[src/miu_regs.svh]
// offsets, field positions and reset values of the metering interrupt unit
// included by the package users; definitions only
`ifndef MIU_REGS_SVH
`define MIU_REGS_SVH

`define MIU_ADDR_W          16
`define MIU_OFF_CURRENT_PEAK_VALUE       16'he500
`define MIU_OFF_VOLTAGE_PEAK_VALUE       16'he501
`define MIU_OFF_FLAGS0      16'he502
`define MIU_OFF_FLAGS1      16'he503
`define MIU_OFF_ENABLE0     16'he50a
`define MIU_OFF_ENABLE1     16'he50b
`define MIU_OFF_PHEVENT     16'he600
`define MIU_OFF_PHASE_NOLOAD_INDICATION    16'he608
`define MIU_OFF_PHASE_SIGN_INDICATION      16'he617
`define MIU_OFF_RESETCTL    16'he6f0

`define MIU_BIT_RESET_COMPLETE_FLAG     15
`define MIU_BIT_SAG         16
`define MIU_BIT_HIGH_I      17
`define MIU_BIT_HIGH_V      18
`define MIU_BIT_PK_I        23
`define MIU_BIT_PK_V        24
`define MIU_PEAK_PH_LSB     24
`define MIU_ENABLE_RESET    32'h0000_0000
`define MIU_FLAGS_RESET     32'h0000_0000

`endif

[src/miu_pkg.sv]
// types of the metering interrupt unit
// shared by the unit and its flag bank
package miu_pkg;
  typedef logic [31:0] miu_word_t;
  typedef logic [2:0]  miu_ph_t;

  // phase indications that ride along with their event strobes
  typedef struct packed {
    miu_ph_t active_sign_bits;
    miu_ph_t reactive_sign_bits;
    logic    sum_sign_a;
    logic    sum_sign_b;
    logic    sum_sign_c;
    miu_ph_t total_idle_phases;
    miu_ph_t fundamental_idle_phases;
    miu_ph_t apparent_idle_phases;
    miu_ph_t dip_phases;
    miu_ph_t high_current_phases;
    miu_ph_t high_voltage_phases;
    miu_ph_t current_peak_phases;
    miu_ph_t voltage_peak_phases;
  } miu_phase_s;

  // register port request
  typedef struct packed {
    logic [15:0] addr;
    miu_word_t   wdata;
    logic        wr;
    logic        rd;
  } miu_bus_s;

  typedef enum logic [1:0] {
    MIU_RST_IDLE,
    MIU_RST_DONE,
    MIU_RST_RUN
  } miu_rst_e;
endpackage

[src/miu_flag_bank.sv]
// one sticky status register with enable gating and its interrupt line
// events and clear masks are synchronous single-cycle pulses
`timescale 1ns/100ps
`default_nettype none
module miu_flag_bank
  import miu_pkg::*;
#(
  parameter int         WIDTH  = 32,
  parameter logic [31:0] NOMASK = 32'h0000_0000
)(
  input  wire logic   clk_sys,
  input  wire logic   resetn,
  input  wire logic [WIDTH-1:0] event_in,
  input  wire logic [WIDTH-1:0] clear_in,
  input  wire logic [WIDTH-1:0] enable_in,
  output logic [WIDTH-1:0] flags_reg,
  output logic        int_n_reg
);
  logic [WIDTH-1:0] flags_next;
  wire  [WIDTH-1:0] gate_w;
  wire              int_n_next;
  wire  [WIDTH-1:0] clr_only_w;

  // per bit: event wins over clear, zero writes leave the flag
  genvar i;
  generate
    for (i = 0; i < WIDTH; i++)
    begin : g_bit
      assign flags_next[i] = event_in[i] |
                             (flags_reg[i] & ~clear_in[i]);
      assign gate_w[i] = enable_in[i] | NOMASK[i];
    end
  endgenerate

  // line stays low while any enabled flag is left; an enabled event after
  // release pulls it low again, a fresh falling edge
  assign int_n_next = ~|(flags_next & gate_w);

  // bits cleared this cycle with no event to keep them
  assign clr_only_w = clear_in & ~event_in;

  always_ff @(posedge clk_sys or negedge resetn)
  begin
    if (!resetn)
    begin
      flags_reg <= '0;
      int_n_reg <= 1'b1;
    end
    else
    begin
      flags_reg <= flags_next;
      int_n_reg <= int_n_next;
    end
  end

  // line moves on the same edge as the flags; an enable written this cycle
  // only reaches the line on the next edge
  hold_low_a : assert property (@(posedge clk_sys)
    disable iff (!resetn)
    |(flags_reg & gate_w & ~clear_in) |=> !int_n_reg)
    else $error("line high with an enabled flag set");
  set_wins_a : assert property (@(posedge clk_sys)
    disable iff (!resetn)
    |event_in |=> ((flags_reg & $past(event_in)) == $past(event_in)))
    else $error("event lost against clear");
  w1c_a : assert property (@(posedge clk_sys)
    disable iff (!resetn)
    |clr_only_w |=> ~|(flags_reg & $past(clr_only_w)))
    else $error("flag not cleared by a one");
  masked_high_a : assert property (@(posedge clk_sys)
    disable iff (!resetn)
    (~|(flags_reg & gate_w) && ~|event_in) |=> int_n_reg)
    else $error("line low without an enabled flag");
endmodule
`default_nettype wire

[src/miu_unit.sv]
// metering interrupt unit: two sticky status words, two enable words,
// two active-low lines and the phase registers read with them
// assumes event strobes and phase indications arrive on clk_sys,
// one cycle pulses, and a simple register port with read data next cycle
//
// The strobed register port is this design's own decision.
`include "miu_regs.svh"
`timescale 1ns/100ps
`default_nettype none
module miu_unit
  import miu_pkg::*;
#(
  parameter int WIDTH = 32
)(
  input  wire logic        clk_sys,
  input  wire logic        resetn,
  // register port
  input  wire logic [15:0] reg_addr,
  input  wire logic [31:0] reg_wdata,
  input  wire logic        reg_wr,
  input  wire logic        reg_rd,
  output logic [31:0]      reg_rdata,
  // event sources
  input  wire logic [WIDTH-1:0] event_first,
  input  wire logic [WIDTH-1:0] event_second,
  input  wire logic [2:0]  idle_change,
  input  wire miu_phase_s  phase_in,
  input  wire logic [23:0] current_peak_mag,
  input  wire logic [23:0] voltage_peak_mag,
  // outputs
  output logic             int_out_first_n,
  output logic             int_out_second_n,
  output logic             soft_reset_req
);
  miu_bus_s    bus_w;
  miu_word_t   event_enable_first_reg;
  miu_word_t   event_enable_second_reg;
  miu_word_t   event_flags_first;
  miu_word_t   event_flags_second;
  logic [15:0] phase_event_reg;
  logic [15:0] phase_noload_reg;
  logic [15:0] phase_sign_reg;
  miu_word_t   current_peak_reg;
  miu_word_t   voltage_peak_reg;
  miu_word_t   reg_rdata_next;
  miu_rst_e    rst_state_reg;
  miu_rst_e    rst_state_next;
  logic        soft_reset_next;

  assign bus_w = '{addr: reg_addr, wdata: reg_wdata,
                   wr: reg_wr, rd: reg_rd};

  // address decode
  wire hit_flags0  = bus_w.addr == `MIU_OFF_FLAGS0;
  wire hit_flags1  = bus_w.addr == `MIU_OFF_FLAGS1;
  wire hit_enable0 = bus_w.addr == `MIU_OFF_ENABLE0;
  wire hit_enable1 = bus_w.addr == `MIU_OFF_ENABLE1;
  wire hit_rstctl  = bus_w.addr == `MIU_OFF_RESETCTL;
  wire wr_rstctl   = bus_w.wr & hit_rstctl & bus_w.wdata[0];

  // write-one-to-clear masks, only during a status write
  wire [WIDTH-1:0] clear_first  =
    (bus_w.wr & hit_flags0) ? bus_w.wdata : '0;
  wire [WIDTH-1:0] clear_second =
    (bus_w.wr & hit_flags1) ? bus_w.wdata : '0;

  // reset-complete is injected as a second-word event one cycle after
  // reset release or a software reset, so it cannot be lost to a clear
  wire rst_done_pulse = (rst_state_reg == MIU_RST_DONE);
  wire [WIDTH-1:0] event_second_all =
    event_second | (WIDTH'(rst_done_pulse) << `MIU_BIT_RESET_COMPLETE_FLAG);

  // idle flags also set when any phase enters or leaves idle
  wire [WIDTH-1:0] event_second_fin =
    event_second_all | WIDTH'(idle_change);

  // first word: gated by its own enable word only
  miu_flag_bank #(
    .WIDTH  (WIDTH),
    .NOMASK (32'h0000_0000)
  ) u_first (
    .clk_sys   (clk_sys),
    .resetn    (resetn),
    .event_in  (event_first),
    .clear_in  (clear_first),
    .enable_in (event_enable_first_reg),
    .flags_reg (event_flags_first),
    .int_n_reg (int_out_first_n)
  );

  // second word: the reset-complete bit ignores its enable
  miu_flag_bank #(
    .WIDTH  (WIDTH),
    .NOMASK (32'h0000_8000)
  ) u_second (
    .clk_sys   (clk_sys),
    .resetn    (resetn),
    .event_in  (event_second_fin),
    .clear_in  (clear_second),
    .enable_in (event_enable_second_reg),
    .flags_reg (event_flags_second),
    .int_n_reg (int_out_second_n)
  );

  // reset-complete sequencer
  always_comb
  begin
    rst_state_next = rst_state_reg;
    case (rst_state_reg)
      MIU_RST_IDLE: rst_state_next = MIU_RST_DONE;
      MIU_RST_DONE: rst_state_next = MIU_RST_RUN;
      MIU_RST_RUN:  if (wr_rstctl) rst_state_next = MIU_RST_DONE;
      default:      rst_state_next = MIU_RST_IDLE;
    endcase
  end
  assign soft_reset_next = wr_rstctl;

  // enable words; a software reset brings them back to zero
  always_ff @(posedge clk_sys or negedge resetn)
  begin
    if (!resetn)
    begin
      event_enable_first_reg  <= `MIU_ENABLE_RESET;
      event_enable_second_reg <= `MIU_ENABLE_RESET;
      rst_state_reg           <= MIU_RST_IDLE;
      soft_reset_req          <= 1'b0;
    end
    else
    begin
      rst_state_reg  <= rst_state_next;
      soft_reset_req <= soft_reset_next;
      if (wr_rstctl)
      begin
        event_enable_first_reg  <= `MIU_ENABLE_RESET;
        event_enable_second_reg <= `MIU_ENABLE_RESET;
      end
      else if (bus_w.wr & hit_enable0)
        event_enable_first_reg  <= bus_w.wdata;
      else if (bus_w.wr & hit_enable1)
        event_enable_second_reg <= bus_w.wdata;
    end
  end

  // phase indications load with their own flag's event, same cycle
  wire sign_load = |(event_first & 32'h0004_3fc0);
  wire ev_load   = |(event_second & 32'h0007_0000);
  wire nl_load   = |idle_change | |event_second[2:0];
  wire ip_load   = event_second[`MIU_BIT_PK_I];
  wire vp_load   = event_second[`MIU_BIT_PK_V];

  wire [15:0] sign_next = {7'h00, phase_in.sum_sign_c,
                           phase_in.sum_sign_b,
                           phase_in.reactive_sign_bits,
                           phase_in.sum_sign_a,
                           phase_in.active_sign_bits};
  wire [15:0] nl_next = {7'h00, phase_in.apparent_idle_phases,
                         phase_in.fundamental_idle_phases,
                         phase_in.total_idle_phases};
  wire [15:0] ev_next = {1'b0, phase_in.dip_phases,
                         phase_in.high_voltage_phases, 3'h0,
                         phase_in.high_current_phases, 3'h0};
  wire [31:0] ip_next = {5'h00, phase_in.current_peak_phases,
                         current_peak_mag};
  wire [31:0] vp_next = {5'h00, phase_in.voltage_peak_phases,
                         voltage_peak_mag};

  // phase registers hold until the next paired event, so the host can
  // read them before it clears the flag
  always_ff @(posedge clk_sys or negedge resetn)
  begin
    if (!resetn)
    begin
      phase_sign_reg   <= 16'h0000;
      phase_noload_reg <= 16'h0000;
      phase_event_reg  <= 16'h0000;
      current_peak_reg <= 32'h0000_0000;
      voltage_peak_reg <= 32'h0000_0000;
    end
    else
    begin
      if (sign_load) phase_sign_reg   <= sign_next;
      if (nl_load)   phase_noload_reg <= nl_next;
      if (ev_load)   phase_event_reg  <= ev_next;
      if (ip_load)   current_peak_reg <= ip_next;
      if (vp_load)   voltage_peak_reg <= vp_next;
    end
  end

  // read mux; unmapped addresses read zero
  always_comb
  begin
    reg_rdata_next = 32'h0000_0000;
    if (bus_w.rd)
    begin
      case (bus_w.addr)
        `MIU_OFF_CURRENT_PEAK_VALUE:    reg_rdata_next = current_peak_reg;
        `MIU_OFF_VOLTAGE_PEAK_VALUE:    reg_rdata_next = voltage_peak_reg;
        `MIU_OFF_FLAGS0:   reg_rdata_next = event_flags_first;
        `MIU_OFF_FLAGS1:   reg_rdata_next = event_flags_second;
        `MIU_OFF_ENABLE0:  reg_rdata_next = event_enable_first_reg;
        `MIU_OFF_ENABLE1:  reg_rdata_next = event_enable_second_reg;
        `MIU_OFF_PHEVENT:  reg_rdata_next = {16'h0000, phase_event_reg};
        `MIU_OFF_PHASE_NOLOAD_INDICATION: reg_rdata_next = {16'h0000, phase_noload_reg};
        `MIU_OFF_PHASE_SIGN_INDICATION:   reg_rdata_next = {16'h0000, phase_sign_reg};
        default:           reg_rdata_next = 32'h0000_0000;
      endcase
    end
  end

  // read data stands one cycle only, zero otherwise
  always_ff @(posedge clk_sys or negedge resetn)
  begin
    if (!resetn)
      reg_rdata <= 32'h0000_0000;
    else
      reg_rdata <= reg_rdata_next;
  end

  // checks: reset-complete, software reset and enable words
  // flag and line move on the same edge, so the host may clear at once
  rst_done_set_a : assert property (@(posedge clk_sys)
    disable iff (!resetn)
    rst_done_pulse |=> event_flags_second[`MIU_BIT_RESET_COMPLETE_FLAG]
      && !int_out_second_n)
    else $error("reset complete not flagged");
  rst_unmasked_a : assert property (@(posedge clk_sys)
    disable iff (!resetn)
    event_flags_second[`MIU_BIT_RESET_COMPLETE_FLAG] |=> !int_out_second_n
      or event_flags_second[`MIU_BIT_RESET_COMPLETE_FLAG] == 1'b0)
    else $error("reset complete did not pull line two");
  enable_reset_a : assert property (@(posedge clk_sys)
    disable iff (!resetn)
    $rose(soft_reset_req) |-> event_enable_first_reg == 32'h0000_0000
      && event_enable_second_reg == 32'h0000_0000)
    else $error("enables not zero after reset");
  soft_pulse_a : assert property (@(posedge clk_sys)
    disable iff (!resetn)
    (wr_rstctl && rst_state_reg == MIU_RST_RUN) |=> soft_reset_req
      && rst_done_pulse)
    else $error("software reset did not restart");
  enable_write_a : assert property (@(posedge clk_sys)
    disable iff (!resetn)
    (reg_wr && hit_enable0 && !wr_rstctl)
      |=> event_enable_first_reg == $past(reg_wdata))
    else $error("enable word not written");

  // checks: lines, flags and the read port
  first_line_a : assert property (@(posedge clk_sys)
    disable iff (!resetn)
    |(event_first & event_enable_first_reg) |=> !int_out_first_n)
    else $error("line one not pulled low");
  second_line_a : assert property (@(posedge clk_sys)
    disable iff (!resetn)
    |(event_second_fin & event_enable_second_reg) |=> !int_out_second_n)
    else $error("line two not pulled low");
  unmasked_set_a : assert property (@(posedge clk_sys)
    disable iff (!resetn)
    (event_first[6] && !event_enable_first_reg[6]) |=> event_flags_first[6])
    else $error("disabled event did not set its flag");
  flags_read_a : assert property (@(posedge clk_sys)
    disable iff (!resetn)
    (reg_rd && hit_flags1) |=> reg_rdata == $past(event_flags_second))
    else $error("second status word misread");
  read_once_a : assert property (@(posedge clk_sys)
    disable iff (!resetn)
    !reg_rd |=> reg_rdata == 32'h0000_0000)
    else $error("read data outside its cycle");

  // checks: phase registers load on the edge that sets their flag
  sign_pair_a : assert property (@(posedge clk_sys)
    disable iff (!resetn)
    event_first[6]
      |=> phase_sign_reg[2:0] == $past(phase_in.active_sign_bits))
    else $error("sign bits not captured");
  react_pair_a : assert property (@(posedge clk_sys)
    disable iff (!resetn)
    event_first[10]
      |=> phase_sign_reg[6:4] == $past(phase_in.reactive_sign_bits))
    else $error("reactive sign bits not captured");
  sum_pair_a : assert property (@(posedge clk_sys)
    disable iff (!resetn)
    event_first[9] |=> phase_sign_reg[3] == $past(phase_in.sum_sign_a))
    else $error("first sum sign not captured");
  sum_last_pair_a : assert property (@(posedge clk_sys)
    disable iff (!resetn)
    event_first[18] |=> phase_sign_reg[8] == $past(phase_in.sum_sign_c))
    else $error("last sum sign not captured");
  idle_pair_a : assert property (@(posedge clk_sys)
    disable iff (!resetn)
    idle_change[0] |=> event_flags_second[0]
      && phase_noload_reg[2:0] == $past(phase_in.total_idle_phases))
    else $error("idle flag and field out of step");
  fund_idle_a : assert property (@(posedge clk_sys)
    disable iff (!resetn)
    idle_change[1] |=> event_flags_second[1]
      && phase_noload_reg[5:3] == $past(phase_in.fundamental_idle_phases))
    else $error("fundamental idle field out of step");
  app_idle_a : assert property (@(posedge clk_sys)
    disable iff (!resetn)
    idle_change[2] |=> event_flags_second[2]
      && phase_noload_reg[8:6] == $past(phase_in.apparent_idle_phases))
    else $error("apparent idle field out of step");
  dip_pair_a : assert property (@(posedge clk_sys)
    disable iff (!resetn)
    event_second[`MIU_BIT_SAG]
      |=> phase_event_reg[14:12] == $past(phase_in.dip_phases))
    else $error("dip phases not captured");
  high_i_pair_a : assert property (@(posedge clk_sys)
    disable iff (!resetn)
    event_second[`MIU_BIT_HIGH_I]
      |=> phase_event_reg[5:3] == $past(phase_in.high_current_phases))
    else $error("high current phases not captured");
  high_v_pair_a : assert property (@(posedge clk_sys)
    disable iff (!resetn)
    event_second[`MIU_BIT_HIGH_V]
      |=> phase_event_reg[11:9] == $past(phase_in.high_voltage_phases))
    else $error("high voltage phases not captured");
  peak_pair_a : assert property (@(posedge clk_sys)
    disable iff (!resetn)
    event_second[`MIU_BIT_PK_I]
      |=> current_peak_reg[26:24] == $past(phase_in.current_peak_phases))
    else $error("current peak phases not captured");
  voltage_peak_value_pair_a : assert property (@(posedge clk_sys)
    disable iff (!resetn)
    event_second[`MIU_BIT_PK_V]
      |=> voltage_peak_reg[26:24] == $past(phase_in.voltage_peak_phases))
    else $error("voltage peak phases not captured");
endmodule
`default_nettype wire

[config.mk]
export PLATFORM = sky130hd
export DESIGN_NAME = miu_unit
export DESIGN_NICKNAME = d
export VERILOG_FILES = /design/src/miu_pkg.sv /design/src/miu_flag_bank.sv /design/src/miu_unit.sv
export VERILOG_INCLUDE_DIRS = /design/src
export SDC_FILE = /design/constraint.sdc
export NUM_CORES = 1
export LEC_CHECK = 0
export BUFFER_PORTS_ARGS = -buffer_cell sky130_fd_sc_hd__buf_4
export CELL_PAD_IN_SITES_DETAIL_PLACEMENT = 1
export CELL_PAD_IN_SITES_GLOBAL_PLACEMENT = 1
export CORE_UTILIZATION = 40
export DETAILED_ROUTE_END_ITERATION = 8
export PLACE_DENSITY_LB_ADDON = 0.1
export SLEW_MARGIN = 20
export SYNTH_ARGS = -nofsm -noshare
export SYNTH_HDL_FRONTEND = slang
export SYNTH_SLANG_ARGS = --single-unit
[constraint.sdc]
create_clock -name clk_sys -period 2.1 [get_ports clk_sys]
set_clock_uncertainty 0.1 [all_clocks]
set_input_delay 0.42 -clock clk_sys [delete_from_list [all_inputs] [get_ports clk_sys]]
set_output_delay 0.42 -clock clk_sys [all_outputs]
set_load 0.005 [all_outputs]
## Word level (Yosys, flattened, before mapping)

Cells that the tools add are included.

- Muxes and demuxes: 11
- Equality and inequality tests: 14
- Bitwise logic cells: 203
- Reductions and logical operators: 12

Operators with widths:

| operator | number |
|---|---|
| $pmux 32 s9 | 1 |
| $mux 32 | 8 |
| $eq 16x16->1 const B | 10 |
| $and 1x1->1 | 70 |
| $or 1x1->1 | 65 |
| $and 32x32->32 | 2 |
| $not 1->1 | 64 |
| $reduce_or 32->1 | 2 |
| $or 32x16->32 | 1 |
| $or 32x3->32 | 1 |
| $reduce_or 3->1 | 3 |
| $reduce_or 9->1 | 1 |
| $pmux 2 s3 | 1 |
| $ne 2x2->1 const B | 2 |
| $reduce_bool 2->1 | 2 |
| $eq 2x1->1 const B | 1 |
| $eq 2x2->1 const B | 1 |
| $logic_not 1->1 | 2 |
| $logic_not 2->1 | 1 |
| $mux 2 | 1 |
| $reduce_and 2->1 | 1 |

- Register bits: 246

## Depth between registers and ports, before layout

Gate-level depths: netlist of the first run.

- Depth after elaboration: 9
- Gate-level depth with buffers: 8
- Mapped depth without buffers: 6

## Modules after synthesis

From an unflattened synthesis of the first run, not the netlist that was laid out.

- Cell total of the unflattened synthesis: 971
- Area, all modules: 11363.4 sq um

By module, submodules not included:

| module | seq. area each (sq um) | times used | cells each | area each (sq um) |
|---|---|---|---|---|
| miu_unit | 4504.3 | 1 | 693 | 8379.3 |
| miu_flag_bank (u_second) | 827.0 | 1 | 146 | 1525.2 |
| miu_flag_bank (u_first) | 827.0 | 1 | 132 | 1458.9 |

## Least setup slack after synthesis of the first run

OpenSTA, ideal clock, no wires.

- Path type: input port to flip-flop
- Start: input port reg_addr[12]
- End: register reg_rdata[25]
- Setup time: 0.082 ns
- Data required time: 1.918 ns
- Data arrival time: 2.353 ns
- Stages on the path: 8
- Setup slack: -0.435 ns
- Cells stage by stage: nand4bb_4 or4_1 buf_4 nor4_4 or4_1 o41ai_4 buf_6 a31oi_1

- Longest elaborated chain between the ends: 3

RTL lines:

| item | RTL line | source |
|---|---|---|
| start, declared | miu_unit.sv:18 | `input wire logic [15:0] reg_addr,` |
| $eq 16x16->1 | miu_unit.sv:195 | `case (bus_w.addr)` |
| $pmux 32 s9 (*) | miu_unit.sv:195 |  |
| $mux 32 (*) | miu_unit.sv:193 | `if (bus_w.rd)` |
| named net reg_rdata_next[25] | miu_unit.sv:45 | `miu_word_t reg_rdata_next;` |
| end signal, assigned | miu_unit.sv:216 | `reg_rdata <= reg_rdata_next;` |
| end, declared | miu_unit.sv:22 | `output logic [31:0] reg_rdata,` |

Mark *: on every way through the listed nets, which the timed path passes. The rest lies on a longest branch.
A chain may end at the register's enable or synchronous reset.

## Worst setup path in the final report of the first run

- Start: input port reg_addr[5]
- End: register u_second.int_n_reg

- Longest elaborated chain between the ends: 9

RTL lines:

| item | RTL line | source |
|---|---|---|
| $eq 16x16->1 (*) | - |  |
| $and 1x1->1 (*) | miu_unit.sv:65 | `(bus_w.wr & hit_flags1) ? bus_w.wdata : '0;` |
| $mux 32 (*) | miu_unit.sv:65 |  |
| $not 1->1 | miu_flag_bank.sv:30 | `(flags_reg[i] & ~clear_in[i]);` |
| $and 1x1->1 | miu_flag_bank.sv:30 |  |
| $or 1x1->1 | miu_flag_bank.sv:29 | `assign flags_next[i] = event_in[i] \|` |
| $and 32x32->32 (*) | miu_flag_bank.sv:37 | `assign int_n_next = ~\|(flags_next & gate_w);` |
| $reduce_or 32->1 (*) | miu_flag_bank.sv:37 |  |
| $logic_not 1->1 (*) | miu_flag_bank.sv:37 |  |
| named net u_second.int_n_next | miu_flag_bank.sv:21 | `wire int_n_next;` |
| end signal, assigned | miu_flag_bank.sv:52 | `int_n_reg <= int_n_next;` |
| end, declared | miu_flag_bank.sv:17 | `output logic int_n_reg` |

Marks and branches as above.

==> qor.yml, run 1 <==
fillerInstances: 2855
slowest_stage: "or4b_4"
syn_to_final_growth_pct: 55.4
grt.met2_usage_pct: 61.9
grt_pass1_wl_mm: 74.7
cts_buffers: 28
grt_max_degree: 55
grtUsageMet1_pct: 41.2
timing.final.crit_share_pct: 114
max-slew-margin-rel_pct: 61.8
crit_path_cell_trace: "buf_4 > or4b_4 > nor4_4 > buf_12 > buf_6 > a21oi_1 > nor4_2 > nand4_1 > nor4_1"
grt_most_used_layer: "met2"
r2r_start: "rst_state_reg[0]"
dp_hpwl_mm: 32.4
clkLatencyLatePin_ns: 0.57
worstPathArrival_ns: 2.73
finalSetupViolCount: 23
dieArea_sq_um: 29000
die_h_microns: 170
cellLeakagePower_uw: 0.00749
htreeDepth: 1
cts-root-buf: "clkbuf_16"
wirelength_mm: 50.1
first_pass_iters: 8
ir_worst_vdd_uv: 606
crit_path_start_kind: "primary input"
track_usage_pct: 34.7
drtIter0Drc: 1044
antenna_found_initial: 2
clk_pin_slew_ns: 0.06
cap_viol_max_count: 0
row_count: 61
place_inst: 1700
cp_max_fo: 13
drive_above_1_share_pct: 41.2
crit_type: "primary input to flop"
nNetsFinal: 1685
cpPeakStageDelay_ns: 0.54
syn_avg_cell_area_sq_um: 11.4
max_freq_mhz: 416
cts_tree: "built"
power_density_nw_per_um2: 622
drc: 0
slew_viol_final: 0
synth-edff-count: 0
status: "finished, violations left"
ys_ff_latch: 246
fin_ws_ns: -0.301
wire_per_inst_microns: 26.6
synth_ff_type: "dfrtp_1"
grt_pass1_vias: 12300
syn-num-nets: 1194
gp_congestion: 0.878
ys_seq_area_share_pct: 54.3
netlist_instances: 994
crit_start: "reg_addr[5]"
numPortBuffers: 234
min-delay-start: "phase_in[30]"
coreArea_sq_um: 27900
hold_violations: 0
pin_count: 235
final_cell_count_no_fill: 1886
postLayoutCoreUtil_pct: 63.3
design_power_total_uw: 11000
synth_warnings: 0
cts.sinks: 246
worst_pin_slew_ns: 0.573
required_ns: 2.43
async_flop_share_pct: 100
clock_path_buffers: 3
postRouteAntennaNets: 0
hold_path.class: "primary input to flop"
finalCriticalPeriod_ns: 2.40
ys_types: 50
whs_ns: 0.00637
grt_setup_unrepaired: "yes"
vias: 11100
grt_overflow: 0
start_util_pct: 40.7
post_drt_via_cell_ratio: 5.87
failed_checks: "negative setup slack"
die_x_microns: 170
worst_setup_path_end_kind: "flop"
syn-cell-area_sq_um: 11300
met3_usage_pct: 5.67
-- report_power, final --
group	leakage, uW	switching, uW	internal, uW
clock	0.000454	2050	2820
sequential	0.00291	110	4900
combinational	0.00413	477	612
total	0.00749	2640	8330
-- layer usage --
layer  routed length (microns)  share of wire, %
met1                     19500                39
met2                     25400                51
met3                      3100               6.2
met5                        10             0.020
met4                      2160               4.3
-- cell usage after synthesis, types with 2 or more instances --
| master | count | share of area (%) |
|---|---|---|
| nand4_1 | 9 | 0.50 |
| buf_4 | 3 | 0.20 |
| nor2_1 | 43 | 1.4 |
| nor4b_1 | 3 | 0.23 |
| nand3_1 | 4 | 0.18 |
| and4b_1 | 2 | 0.18 |
| o21ai_0 | 60 | 2.6 |
| nor2b_1 | 2 | 0.11 |
| nor3b_1 | 38 | 2.5 |
| o31ai_1 | 3 | 0.20 |
| inv_1 | 21 | 0.69 |
| dfstp_2 | 2 | 0.46 |
| nand2_1 | 71 | 2.3 |
| nor4_4 | 4 | 0.75 |
| clkbuf_1 | 31 | 1.0 |
| nor4_1 | 14 | 0.77 |
| a22o_1 | 41 | 3.2 |
| a41oi_1 | 3 | 0.23 |
| nor3_1 | 8 | 0.35 |
| buf_2 | 18 | 0.79 |
| a22oi_1 | 38 | 2.5 |
| a221oi_1 | 10 | 0.77 |
| mux2_2 | 81 | 8.0 |
| a21oi_1 | 45 | 2.0 |
| nor3_4 | 2 | 0.29 |
| a222oi_1 | 25 | 2.2 |
| buf_6 | 3 | 0.30 |
| and3_1 | 5 | 0.28 |
| a31oi_1 | 45 | 2.5 |
| or2_2 | 20 | 1.1 |
| a21o_1 | 40 | 2.6 |
| mux2i_1 | 33 | 2.9 |
| or4_1 | 2 | 0.13 |
| buf_1 | 5 | 0.17 |
| or4b_1 | 2 | 0.18 |
| dfrtp_1 | 244 | 54 |
-- kinds of logic after synthesis --
kind of cell | synth area share [%]
AOI/OAI and AO/OA | 19.3
DFF | 54.3
and+or+nand+nor | 12.3
muxes | 11.0
buffers and inverters | 3.18
-- timing repair --
item,CTS,global route
setup buffers,12,3
setup endpoints to repair,43,96
hold endpoints to repair,158,0
hold buffers,119,0
pin swaps,19,19
cloned,3,1
gates resized for setup,73,41
-- through the flow --
| step | TNS (ns) | cell area (sq um) | setup slack (ns) |
|---|---|---|---|
| after floorplan | -38.08 | 11500 | -0.417 |
| after global placement | -82.63 | 14800 | -0.939 |
| after detailed placement | -87.47 | 14800 | -1.02 |
| after CTS | -1.57 | 17400 | -0.177 |
| after global routing | -3.07 | 17600 | -0.254 |
| final | -1.84 | 17600 | -0.301 |
-- critical path: cells and delay by family --
family,cells,cell delay (ns)
AOI/OAI and AO/OA,1,0.09
and+or+nand+nor,5,1.71
buffers and inverters,3,0.50
-- cell type report --
| type | count | area [sq um] | area share, % |
|---|---|---|---|
| Timing Repair Buffer | 521 | 4620 | 26.2 |
| Multi-Input combinational cell | 667 | 5400 | 30.6 |
| Antenna cell | 2 | 5.00 | 0.0284 |
| Clock inverter | 11 | 83.8 | 0.475 |
| Sequential cell | 246 | 6160 | 34.9 |
| Inverter | 21 | 78.8 | 0.447 |
| Tap cell | 378 | 473 | 2.68 |
| Clock buffer | 40 | 817 | 4.63 |
-- cell usage in the layout, fill, tap and decap left out, types with 4 or more instances in the layout --
cell type and instances:
buf_8 5, nor3b_1 37, nand4_1 9, nor4_4 4
a221oi_1 8, a21oi_2 9, clkbuf_16 30, a22oi_1 37
nand2_1 71, a31oi_1 25, or2_4 20, inv_1 21
nor4_1 5, buf_12 20, dlygate4sd3_1 119, clkbuf_1 6
nor2_1 43, dfrtp_1 244, clkbuf_8 5, a22o_1 41
buf_4 361, buf_6 12, nand3_1 4, clkinv_2 9
a222oi_1 25, mux2_2 81, nor3_1 5, mux2i_1 33
nor4_2 9, a21o_1 40, o21ai_0 49, o21ai_1 10
a21oi_1 34, a31oi_4 18
-- path summary, 6_finish.rpt --
kind | end | slack, ns | cells after the start
max | u_second.int_n_reg | -0.30 | 9
max in group asynchronous | phase_event_reg[9] | 0.89 | 3
min | phase_sign_reg[0] | 0.006 | 2
min in group asynchronous | event_enable_second_reg[30] | 0.28 | 2
max reg2reg | u_second.int_n_reg | 0.14 | 6
min reg2reg | rst_state_reg[0] | 0.38 | 1
(Power assumes the default switching activity.)
==> run 2, diff against run 1 <==
- SKIP_CTS_REPAIR_TIMING: default -> 1
==> run 2 against run 1 <==
The run ends with negative hold slack, negative setup slack left; critical path depth did not move; hold slack worse by 0.022 ns; design area decreased by 4.3%; die area is the same; via count shrank 3.9%; critical path type unchanged; final cell count shrank 3.2%; flip-flop and latch count is the same; count of clock-buffer cells in the layout unchanged; first-iteration DRC count down 3.4%; clock power barely moved; maximum frequency up 2.7%; highest routed layer is now met4.
==> qor.yml, run 2 (synthesized netlist as in run 1, its figures left out) <==
grt_pass1_wl_mm: 67.0
nNetsFinal: 1624
die_h_microns: 170
die_x_microns: 170
drc: 0
htreeDepth: 1
critPathBufInv: 3
first_pass_iters: 7
finalSetupViolCount: 44
crit_type: "primary input to flop"
dieArea_sq_um: 29000
cp_max_fo: 15
worst_pin_slew_ns: 0.583
worstPathArrival_ns: 2.68
cap_viol_max_count: 0
numPortBuffers: 234
failed_checks: "negative hold slack, negative setup slack"
worst_setup_path_end_kind: "flop"
cts_buffers: 28
postLayoutCoreUtil_pct: 60.6
cts_tree: "built"
grt_pass1_vias: 11000
wirelength_mm: 47.0
wire_per_inst_microns: 25.8
track_usage_pct: 31.1
status: "finished, violations left"
postRouteAntennaNets: 0
max-slew-margin-rel_pct: 61.1
finalCriticalPeriod_ns: 2.34
grt_setup_unrepaired: "yes"
clkLatencyLatePin_ns: 0.56
hold_violations: 6
slowest_stage: "or4b_4"
power_density_nw_per_um2: 640
grt_max_degree: 55
cpPeakStageDelay_ns: 0.54
pin_count: 235
required_ns: 2.45
cts.sinks: 246
grt_overflow: 0
path_delay_family: "simple AND/OR/NAND/NOR gates"
vias: 10600
final_common_cell: "buf_4"
r2r_start: "u_first.flags_reg[6]"
rr_endpoint: "u_first.int_n_reg"
clk_pin_slew_ns: 0.06
final_cell_mix: "buf_4 (363), dfrtp_1 (244), mux2_2 (81)"
whs_ns: -0.0155
reg2reg_depth: 6
place_inst: 1700
crit_path_cell_trace: "buf_4 > or4b_4 > nor4_4 > buf_12 > buf_16 > a31oi_1 > o21ai_0 > nand4_1 > nor4_1"
design_power_total_uw: 10800
max_freq_mhz: 428
drive_above_1_share_pct: 42.3
reg2reg_slack_ns: 0.17
cp.depth: 9
coreArea_sq_um: 27900
tns_ns: -2.09
final_cell_count_no_fill: 1825
slew_viol_final: 0
crit_start: "reg_addr[5]"
post_drt_via_cell_ratio: 5.83
fin_ws_ns: -0.237
start_util_pct: 40.7
clock_path_buffers: 3
timing.final.crit_share_pct: 111
cellLeakagePower_uw: 0.00728
gp_congestion: 0.878
antenna_found_initial: 2
ir_worst_vdd_uv: 611
endpoint: "u_first.int_n_reg"
crit_path_start_kind: "primary input"
hold_path.class: "primary input to flop"
drtIter0Drc: 1008
cts-root-buf: "clkbuf_16"
row_count: 61
dp_hpwl_mm: 32.4
syn_to_final_growth_pct: 48.8
==> run 2: cell count changes in the layout (fill, tap and decap cells not counted), sizes merged <==
cell,previous run,this run
clkbuf,41,44
dlygate4sd3,119,50
buf,401,406
==> run 2: layer usage <==
layer  track usage, %  up-vias  share of wire [%]
li1                 -     4638                  -
met1             39.6     5441                 41
met2             52.5      463                 50
met3             5.02       95                6.1
met4             12.5        0                3.1
met5                0        -                  0
==> run 2: worst min-delay path by stage <==
stage	from	endpoint	slack [ns]	cells after the start
global route	phase_in[23]	phase_noload_reg[2]	0.0004	2
detailed placement	resetn	current_peak_reg[25]	0.26	1
finish	event_first[29]	u_first.flags_reg[29]	-0.02	2
floorplan	resetn	current_peak_reg[0]	0.02	0
CTS	resetn	event_enable_second_reg[30]	-0.32	1
global placement	resetn	current_peak_reg[24]	0.26	1
==> run 2: report_power, final <==
part	switching [uW]	internal, uW	total, uW
clock	2030	2820	4840
combinational	440	526	966
sequential	104	4900	5000
total	2570	8240	10800
==> run 2: area by class of cell <==
class / count / area (sq um)
clock buffers: 40 / 817
flip-flops and latches: 246 / 6160
well taps: 378 / 473
diodes: 2 / 5.00
clock inverters: 11 / 83.8
multi-input cells: 667 / 5250
fillers: 2922 / 11000
inverters: 21 / 78.8
repair buffers: 460 / 4020
==> run 2: stage by stage <==
stage	hold WS [ns]	setup slack [ns]	area [sq um]
floorplan	0.0244	-0.417	11500
global placement	0.256	-0.939	14800
detailed placement	0.260	-1.02	14800
CTS	-0.320	-0.441	15700
global route	0.000405	-0.280	16900
finish	-0.0155	-0.237	16900
